<file path="config.mk">
export PLATFORM = sky130hd
export DESIGN_NAME = twe_eeprom
export DESIGN_NICKNAME = d
export VERILOG_FILES = /design/src/verilog/twe_pkg.sv /design/src/verilog/twe_page_mem.sv /design/src/verilog/twe_eeprom.sv
export VERILOG_INCLUDE_DIRS = /design/src /design/src/verilog
export SDC_FILE = /design/constraint.sdc
export NUM_CORES = 1
export LEC_CHECK = 0
export ABC_AREA = 0
export BUFFER_PORTS_ARGS = -buffer_cell sky130_fd_sc_hd__buf_2
export CORE_MARGIN = 4
export CORE_UTILIZATION = 45
export DETAILED_ROUTE_END_ITERATION = 16
export GPL_TIMING_DRIVEN = 0
export PLACE_DENSITY = 0.66
export SYNTH_ARGS = -nofsm -noshare
export SYNTH_HDL_FRONTEND = slang
export SYNTH_SLANG_ARGS = --single-unit
</file>
<file path="constraint.sdc">
create_clock -name mclk -period 2.2 [get_ports mclk]
set_input_delay 0.66 -clock mclk [delete_from_list [all_inputs] [get_ports mclk]]
set_output_delay 0.66 -clock mclk [all_outputs]
set_load 0.005 [all_outputs]
</file>
<file path="src/verilog/twe_cfg.svh">
`ifndef TWE_CFG_SVH
`define TWE_CFG_SVH
`define TWE_TYPE_ID 4'ha
`define TWE_PAGE_BYTES 8
`define TWE_PAGES_SMALL 16
`define TWE_PAGES_LARGE 32
`define TWE_WR_TIME_US 5000
`define TWE_MCLK_MHZ 250
`define TWE_WR_CYCLES (`TWE_WR_TIME_US * `TWE_MCLK_MHZ)
`define TWE_ERASED 8'hff
`endif

</file>
<file path="src/verilog/twe_pkg.sv">
package twe_pkg;
  typedef enum logic [2:0] {
    ST_IDLE, ST_DEVADDR, ST_WORDADDR, ST_DATA, ST_IGNORE
  } twe_phase_e;
  typedef struct packed {
    logic [7:0] addr;
    logic [7:0] data;
    logic we;
  } twe_mem_wr_s;
endpackage

</file>
<file path="src/verilog/twe_page_mem.sv">
`timescale 1ns/1ps
module twe_page_mem #(
  parameter int DEPTH = 256
) (
  input wire logic clk,
  input wire twe_pkg::twe_mem_wr_s wr,
  input wire logic [7:0] rd_addr,
  output logic [7:0] rd_data
);
  logic [7:0] mem [DEPTH];
  always_ff @(posedge clk) begin
    if (wr.we) begin
      mem[wr.addr[$clog2(DEPTH)-1:0]] <= wr.data;
    end
    rd_data <= mem[rd_addr[$clog2(DEPTH)-1:0]];
  end
endmodule

</file>
<file path="src/verilog/twe_eeprom.sv">
`timescale 1ns/1ps
`include "twe_cfg.svh"
module twe_eeprom #(
  parameter bit LARGE = 1'b1,
  parameter bit HAS_STRAPS = 1'b1,
  parameter int unsigned WR_CYCLES = `TWE_WR_CYCLES
) (
  input wire logic mclk,
  input wire logic reset,
  input wire logic scl,
  input wire logic sda_in,
  output logic sda_out,
  output logic sda_oe,
  input wire logic strap_addr_bit0,
  input wire logic strap_addr_bit1,
  input wire logic strap_addr_bit2,
  output logic busy,
  output logic standby
);
  localparam int DEPTH = (LARGE ? `TWE_PAGES_LARGE : `TWE_PAGES_SMALL) * `TWE_PAGE_BYTES;

  typedef struct packed {
    logic [2:0] scl_s;
    logic [2:0] sda_s;
    logic [2:0] st0_s;
    logic [2:0] st1_s;
    logic [2:0] st2_s;
    logic scl_v;
    logic sda_v;
    twe_pkg::twe_phase_e phase;
    logic [3:0] bitn;
    logic [7:0] shift;
    logic ack_slot;
    logic ack_pend;
    logic drive_ack;
    logic [7:0] addr;
    logic [`TWE_PAGE_BYTES-1:0][7:0] pbuf;
    logic [`TWE_PAGE_BYTES-1:0] pval;
    logic got_data;
    logic prog;
    logic [2:0] pidx;
    logic [31:0] wcnt;
    logic stby;
  } twe_state_s;

  twe_state_s q_r, q_nxt;
  twe_pkg::twe_mem_wr_s mwr;
  logic [7:0] rd_unused;
  logic [2:0] strap_v;

  function automatic logic agree(input logic [2:0] s);
    return s[2] == s[1];
  endfunction

  // only the middle stage is used for the straps, with no agreement check; the first stage just settles
  always_comb begin
    strap_v = HAS_STRAPS ? {q_r.st2_s[1], q_r.st1_s[1], q_r.st0_s[1]} : 3'h0;
  end

  always_comb begin
    logic rise, fall, start_c, stop_c, match;
    logic [7:0] b;
    rise = 1'b0;
    fall = 1'b0;
    start_c = 1'b0;
    stop_c = 1'b0;
    match = 1'b0;
    b = 8'h00;
    q_nxt = q_r;
    mwr = '0;
    q_nxt.scl_s = {q_r.scl_s[1:0], scl};
    q_nxt.sda_s = {q_r.sda_s[1:0], sda_in};
    q_nxt.st0_s = {q_r.st0_s[1:0], strap_addr_bit0};
    q_nxt.st1_s = {q_r.st1_s[1:0], strap_addr_bit1};
    q_nxt.st2_s = {q_r.st2_s[1:0], strap_addr_bit2};
    if (agree(q_r.scl_s)) begin
      q_nxt.scl_v = q_r.scl_s[2];
    end
    if (agree(q_r.sda_s)) begin
      q_nxt.sda_v = q_r.sda_s[2];
    end
    rise = !q_r.scl_v && q_nxt.scl_v;
    fall = q_r.scl_v && !q_nxt.scl_v;
    start_c = q_r.scl_v && q_nxt.scl_v && q_r.sda_v && !q_nxt.sda_v;
    stop_c = q_r.scl_v && q_nxt.scl_v && !q_r.sda_v && q_nxt.sda_v;
    b = {q_r.shift[6:0], q_nxt.sda_v};
    match = (b[7:4] == `TWE_TYPE_ID) && (b[3:1] == strap_v);
    if (q_r.prog) begin
      // inputs are dead while programming, one buffered byte per clock
      q_nxt.phase = twe_pkg::ST_IDLE;
      q_nxt.drive_ack = 1'b0;
      if (q_r.pval[q_r.pidx]) begin
        mwr.we = 1'b1;
        mwr.addr = {q_r.addr[7:3], q_r.pidx};
        mwr.data = q_r.pbuf[q_r.pidx];
      end
      q_nxt.pidx = q_r.pidx + 3'h1;
      if (q_r.wcnt >= WR_CYCLES - 1) begin
        q_nxt.prog = 1'b0;
        q_nxt.stby = 1'b1;
        q_nxt.pval = '0;
      end else begin
        q_nxt.wcnt = q_r.wcnt + 32'h1;
      end
    end else if (start_c) begin
      q_nxt.phase = twe_pkg::ST_DEVADDR;
      q_nxt.bitn = 4'h0;
      q_nxt.ack_slot = 1'b0;
      q_nxt.ack_pend = 1'b0;
      q_nxt.drive_ack = 1'b0;
      q_nxt.stby = 1'b0;
      q_nxt.got_data = 1'b0;
      q_nxt.pval = '0;
    end else if (stop_c) begin
      q_nxt.phase = twe_pkg::ST_IDLE;
      q_nxt.drive_ack = 1'b0;
      if (q_r.got_data) begin
        q_nxt.prog = 1'b1;
        q_nxt.wcnt = 32'h0;
        q_nxt.pidx = 3'h0;
      end else begin
        q_nxt.stby = 1'b1;
      end
      q_nxt.got_data = 1'b0;
    end else if (rise && q_r.phase != twe_pkg::ST_IDLE && q_r.phase != twe_pkg::ST_IGNORE) begin
      if (!q_r.ack_slot) begin
        q_nxt.shift = b;
        q_nxt.bitn = q_r.bitn + 4'h1;
        if (q_r.bitn == 4'h7) begin
          q_nxt.ack_slot = 1'b1;
          q_nxt.bitn = 4'h0;
          unique case (q_r.phase)
            twe_pkg::ST_DEVADDR: begin
              // reads are not served here, so a read address is not acked
              // ack waits for the falling edge: driving now would fake a start
              q_nxt.ack_pend = match && !b[0];
              q_nxt.phase = (match && !b[0]) ? twe_pkg::ST_WORDADDR : twe_pkg::ST_IGNORE;
            end
            twe_pkg::ST_WORDADDR: begin
              q_nxt.addr = LARGE ? b : {1'b0, b[6:0]};
              q_nxt.ack_pend = 1'b1;
              q_nxt.phase = twe_pkg::ST_DATA;
            end
            twe_pkg::ST_DATA: begin
              q_nxt.pbuf[q_r.addr[2:0]] = b;
              q_nxt.pval[q_r.addr[2:0]] = 1'b1;
              q_nxt.addr = {q_r.addr[7:3], q_r.addr[2:0] + 3'h1};
              q_nxt.got_data = 1'b1;
              q_nxt.ack_pend = 1'b1;
            end
            default: q_nxt.phase = twe_pkg::ST_IGNORE;
          endcase
        end
      end else begin
        q_nxt.ack_slot = 1'b0;
      end
    end else if (fall) begin
      q_nxt.drive_ack = q_r.ack_slot && q_r.ack_pend;
    end
    if (q_r.phase == twe_pkg::ST_IGNORE) begin
      q_nxt.drive_ack = 1'b0;
    end
  end

  always_ff @(posedge mclk or posedge reset) begin
    if (reset) begin
      q_r <= '{scl_s: 3'h7, sda_s: 3'h7, scl_v: 1'b1, sda_v: 1'b1,
               phase: twe_pkg::ST_IDLE, stby: 1'b1, default: '0};
    end else begin
      q_r <= q_nxt;
    end
  end

  twe_page_mem #(.DEPTH(DEPTH)) u_mem (
    .clk(mclk),
    .wr(mwr),
    .rd_addr(q_r.addr),
    .rd_data(rd_unused)
  );

  assign sda_out = 1'b0;
  // ack is held from the falling edge before the ninth clock to the one after
  assign sda_oe = q_r.drive_ack;
  assign busy = q_r.prog;
  assign standby = q_r.stby;

  busy_quiet_a: assert property (@(posedge mclk) disable iff (reset) busy |-> !sda_oe)
    else $error("data line driven while programming");
  stop_prog_a: assert property (@(posedge mclk) disable iff (reset)
    $rose(busy) |-> $past(q_r.got_data))
    else $error("programming without data");
  stby_end_a: assert property (@(posedge mclk) disable iff (reset)
    $fell(busy) |-> standby)
    else $error("no standby after write");
  page_keep_a: assert property (@(posedge mclk) disable iff (reset)
    q_r.phase == twe_pkg::ST_DATA && $past(q_r.phase) == twe_pkg::ST_DATA
    |-> q_r.addr[7:3] == $past(q_r.addr[7:3]))
    else $error("page bits changed");
  type_nack_a: assert property (@(posedge mclk) disable iff (reset)
    $rose(q_r.ack_slot) && $past(q_r.phase) == twe_pkg::ST_DEVADDR && q_r.shift[7:4] != 4'ha
    |-> !q_r.ack_pend)
    else $error("acked wrong type");
  ack_window_a: assert property (@(posedge mclk) disable iff (reset)
    sda_oe |-> q_r.ack_slot || q_r.phase != twe_pkg::ST_IDLE)
    else $error("drive outside ack");
  strap_cmp_a: assert property (@(posedge mclk) disable iff (reset)
    $rose(q_r.ack_slot) && $past(q_r.phase) == twe_pkg::ST_DEVADDR && q_r.ack_pend
    |-> q_r.shift[3:1] == strap_v)
    else $error("strap mismatch acked");
  rw_bit_a: assert property (@(posedge mclk) disable iff (reset)
    $rose(q_r.ack_slot) && $past(q_r.phase) == twe_pkg::ST_DEVADDR && q_r.ack_pend
    |-> !q_r.shift[0])
    else $error("read acked");
endmodule

</file>
# Word level (Yosys, flattened, before mapping)
# Index checks and enable logic that the tools add are counted.
# word_totals
ff_bits	81
inputBits	7
output_inout_bits	4
elab_cells	143
# op_classes
n_reduce_logical	46
bitwise_logic	5
mux	43
eq_ne	22
addsub	4
n_lt_le_gt_ge	3
# ops
operator	n
2-to-1 mux 37 bit	2
2-to-1 mux 36 bit	2
2-to-1 mux 9 bit	5
adder 32 x 1 -> 32 bit (second input constant)	1
>= comparator 32 x 21 -> 1 bit (second input constant)	1
2-to-1 mux 32 bit	1
2-to-1 mux 8 bit	3
nonzero test 3 bit	8
2-to-1 mux 17 bit	1
2-to-1 mux 1 bit	15
2-to-1 mux 15 bit	1
2-to-1 mux 14 bit	1
2-to-1 mux 7 bit	2
logical AND 1 bit	13
2-to-1 mux 3 bit	4
AND reduction 4 bit	3
AND reduction 6 bit	2
nonzero test 4 bit	3
AND reduction 5 bit	2
case mux 3 bit (3 select lines)	1
AND reduction 3 bit	3
bitwise OR 8 bit	1
nonzero test 2 bit	4
AND reduction 7 bit	1
28 further kinds	43

# Longest topological paths before layout
# depth
word_depth	13
ltp_mapped	8
depth_no_buf	6

# Worst setup path after synthesis
# Ideal clock, no wire load.
# synth_path
kind	reg2reg
from	register q_r[1] (netlist bit)
to	register q_r[21] (netlist bit)
t_required_ns	2.096
path_slack_ns	0.285
path_buffers	1
stages_incl_launch_ff	8
setup_time_ns	0.104
period_less_slack_ns	1.915
arrival_time_ns	1.812
path_cell_list	dfrtp_1 -> ha_1 -> and3_1 -> o311ai_1 -> a21oi_2 -> buf_6 -> nand2b_4 -> o41ai_2
# synth_via
elab_chain_len	3
elab_cells_between_ends	6
cone_classes	add/sub (1); order compare (1); eq/ne (1); mux (2); reduce/logical (1)
# synth_rtl
item	line_no	text
from (decl)	twe_eeprom.sv:46	twe_state_s q_r, q_nxt;
from (signal assigned)	twe_eeprom.sv:167	q_r <= '{scl_s: 3'h7, sda_s: 3'h7, scl_v: 1'b1, sda_v: 1'b1,
from (signal assigned)	twe_eeprom.sv:170	q_r <= q_nxt;
>= comparator 32 x 21 -> 1 bit or adder 32 x 1 -> 32 bit (tied branches)	twe_eeprom.sv:98, twe_eeprom.sv:103	
!= test 2 bit (no line) or 2-to-1 mux 32 bit (tied branches)	n/a	
AND reduction 4 bit (no line) or 2-to-1 mux 37 bit (tied branches)	n/a	
# Parallel ways exist; a longest one is shown, timed or not. The select of a mux whose other input is x is not followed.
# A chain may end at the register's enable or synchronous reset.

# Final worst setup path
# layout_path
from	register q_r[9] (netlist bit)
to	register q_r[21] (netlist bit)
# The elaborated chain is that of the path after synthesis.

==> metrics.txt <==
Final setup violation count=0; total track usage=16.0%; final hold violations=0; Ports=11; I/O Buffers=9; router iterations before antenna repair=4; setup tns final=0 ns; register area share after synthesis=54.6%; critical path type=flop to flop; CP Capture Type=flop; Routed Antenna Nets=0; clock sinks=66; RD Place Congestion=0.803; max incr delay on CP=0.45 ns; via/cell ratio=5.71; gr ovfl total=0; P_int=1.83 mW; GR peak layer=met1; first-pass GRT wire length=10.5 mm; htree depth=3; hpwl dp=3.93 mm; Max Clk Rate=0.487 GHz; fin area=0.00344 mm2; Logic pwr share=8.7%; Initial Util=47.1%; Final Non-Filler Cells=384; final wirelength=5.89 mm; diode count=0; pwr dens=728 mW/mm2; peak fanout along the critical path=10; slew at the pin closest to its max-slew limit=0.818 ns; Reg clk slew, reported paths=0.08 ns; post-route clock period utilization=93.4%; Net Sw Frac=27.0%; number of core rows=29; worst path arrival time=2.30 ns; Cells after Synth=281; Area Growth Syn to Fin=13.1%; Rel. slew slack=45.4%; Async SR Flop Fraction=100%; synthesis warning total=0; synthesized cell area=0.00304 mm2; Die Y=90.2 um; vias=2191; share of cells above drive strength 1=20.2%; Net Switching=0.676 mW; max_cap viols=0; GR Util met2=22.8%; sequential share of power=54.6%; distinct cell type count after synthesis=57; Mapped Avg Cell Area=10.8 um2; hold buffers post-CTS=0; CP Cell Sequence=a211o_1, a2111oi_4, a21oi_2, buf_6, nand2b_4, o41ai_2; crit path time final=2.06 ns; worst IR drop on VDD=465 uV; Clock Path Buffers=2; Die X-Extent=90.2 um; post-CTS setup buffers=0; Worst Hold Class=flop to flop; prevailing post-synth register cell=dfrtp_1; vias in the first global route=2203; Worst EP required=2.44 ns; root buffer cell=clkbuf_8; syn_nets=290; met1 GRT Util=22.9%; number of flops mapped to enable cells by yosys=0; post-synthesis register bit count=66; Leak=1.50 nW; antenna violations before repair=0; slowest cell on the critical path=dfrtp_1; DRT iter0 DRCs=134; pin count of the biggest net entering global routing=38; TritonCTS clock tree=built; Total Nets Final=311; total CTS buffers=9; Cell Area, Placed=0.00321 mm2; DRC viols=0; global routing usage on met3=2.92%; Slew Viols, Final=0; placed insts=368; Placeable Area=0.00646 mm2; status=finished, final reports clean; DR WL/cell=15.3 um; clk_lat worst skew=0.34 ns; Clk pwr share=36.6%; skew final=0.00742 ns; die area=0.00814 mm2; RSZ-0062 raised after global routing=yes; filler cell count=579; Worst setup SP type=flop
## flip-flops by register name (all words and copies together), names as in the netlist
| name | count |
|---|---|
| q_r | 53 |
| q_nxt | 10 |
| standby | 1 |
| busy | 1 |
| sda_oe | 1 |
## cells in the mapped netlist (2+ instances only)
cell / number / area [um2]
xnor2_1: 2 / 17.5
and4_1: 6 / 52.6
xor2_1: 2 / 17.5
nor4b_1: 2 / 17.5
a31oi_1: 2 / 12.5
a22o_1: 2 / 17.5
and3_1: 5 / 31.3
dfstp_2: 9 / 236
or3_1: 12 / 75.1
o21ai_1: 2 / 10.0
nor4_1: 4 / 25.0
mux2_2: 6 / 67.6
and2_1: 3 / 18.8
nor2_1: 14 / 52.6
nand3b_1: 2 / 15.0
buf_2: 2 / 10.0
nor2b_1: 13 / 81.3
a21oi_1: 18 / 90.1
nor3_1: 6 / 30.0
clkbuf_1: 5 / 18.8
o21ai_0: 17 / 85.1
o21bai_1: 2 / 15.0
nand4bb_1: 2 / 22.5
dfrtp_1: 57 / 1430
buf_6: 2 / 22.5
ha_1: 2 / 25.0
nand3_1: 8 / 40.0
nand2_1: 23 / 86.3
mux2i_1: 7 / 70.1
a211o_1: 2 / 17.5
nand4_1: 9 / 56.3
o31ai_1: 2 / 15.0
or4_1: 2 / 15.0
buf_4: 2 / 15.0
inv_1: 4 / 15.0
mux2_1: 2 / 22.5
## layout make-up
class	count	area, um2	share of cell area [%]
Tap cell	77	96.3	2.80
Sequential cell	66	1660	48.3
Multi-Input combinational cell	200	1350	39.2
Clock buffer	9	124	3.60
Timing Repair Buffer	10	65.1	1.89
Buffer	11	73.8	2.14
Clock inverter	7	52.6	1.53
Inverter	4	18.8	0.545
## stage by stage
step                util, %  hold WS [ns]  power, mW  worst slack (ns)
floorplan                 -         0.331       1.54             0.285
finish                 53.3         0.354       2.51             0.145
detailed placement     49.7         0.340       1.61           -0.0707
global route           53.3         0.368       2.65          -0.00455
global placement       49.4         0.331       1.60           -0.0140
CTS                    52.5         0.358       2.53           0.00281
## power by group through the flow
stage | Clock (mW) | Combinational, mW | Sequential (mW)
after floorplan | 0 | 0.165 | 1.38
after global placement | 0 | 0.205 | 1.39
after detailed placement | 0 | 0.218 | 1.40
after CTS | 0.943 | 0.221 | 1.37
after global routing | 1.01 | 0.253 | 1.39
final | 0.918 | 0.219 | 1.37
## repair_timing
item,CTS,global route
endpoints found under the setup margin,20,25
gates resized for setup,1,13
pin swaps,0,1
## critical path: cells and delay by family (launching register included)
family / cells / cell delay (ns)
AO/OA/AOI/OAI: 4 / 1.17
buffers and inverters: 1 / 0.16
flip-flops: 1 / 0.45
AND/OR/NAND/NOR: 1 / 0.18
## cells by family after synthesis
| group | after synthesis | synth area share [%] |
|---|---|---|
| multiplexers | 15 | 5.26 |
| flip-flops | 66 | 54.6 |
| AND/OR/NAND/NOR | 119 | 22.8 |
| adder cells (fa/ha/maj) | 3 | 1.15 |
| AO/OA/AOI/OAI | 58 | 12.2 |
| XOR/XNOR | 4 | 1.15 |
| other | 1 | 0.123 |
| buffers and inverters | 15 | 2.67 |
## routing by layer
metal / up-vias / wire (um)
li1: 1067 / -
met4: 0 / 103
met5: - / 0
met2: 30 / 2700
met1: 1085 / 2940
met3: 9 / 148
## cell usage in the layout (no fill, tap or decap), drive strengths merged, types with 3 or more instances in the layout
cell type	count
and2	3
and3	5
and4	7
or3	12
nand3	8
nand4	9
inv	5
mux2	8
a21oi	19
nor3	6
nor4	5
clkinv	4
nor2	15
buf	14
mux2i	7
dfrtp	57
clkbuf	16
nand2	23
o21ai	19
nor2b	13
dfstp	9
## path summary, 6_finish.rpt
kind	from	end	slack, ns	cells after the start
min in group asynchronous	reset	q_r[11]	0.47	2
max reg2reg	q_r[9]	q_r[21]	0.14	6
max in group asynchronous	reset	q_r[152]	1.06	3
min reg2reg	q_nxt[145]	q_nxt[146]	0.35	0
min	q_nxt[145]	q_nxt[146]	0.35	0
max	q_r[9]	q_r[21]	0.14	6
Power figures use the tool's default switching activity.
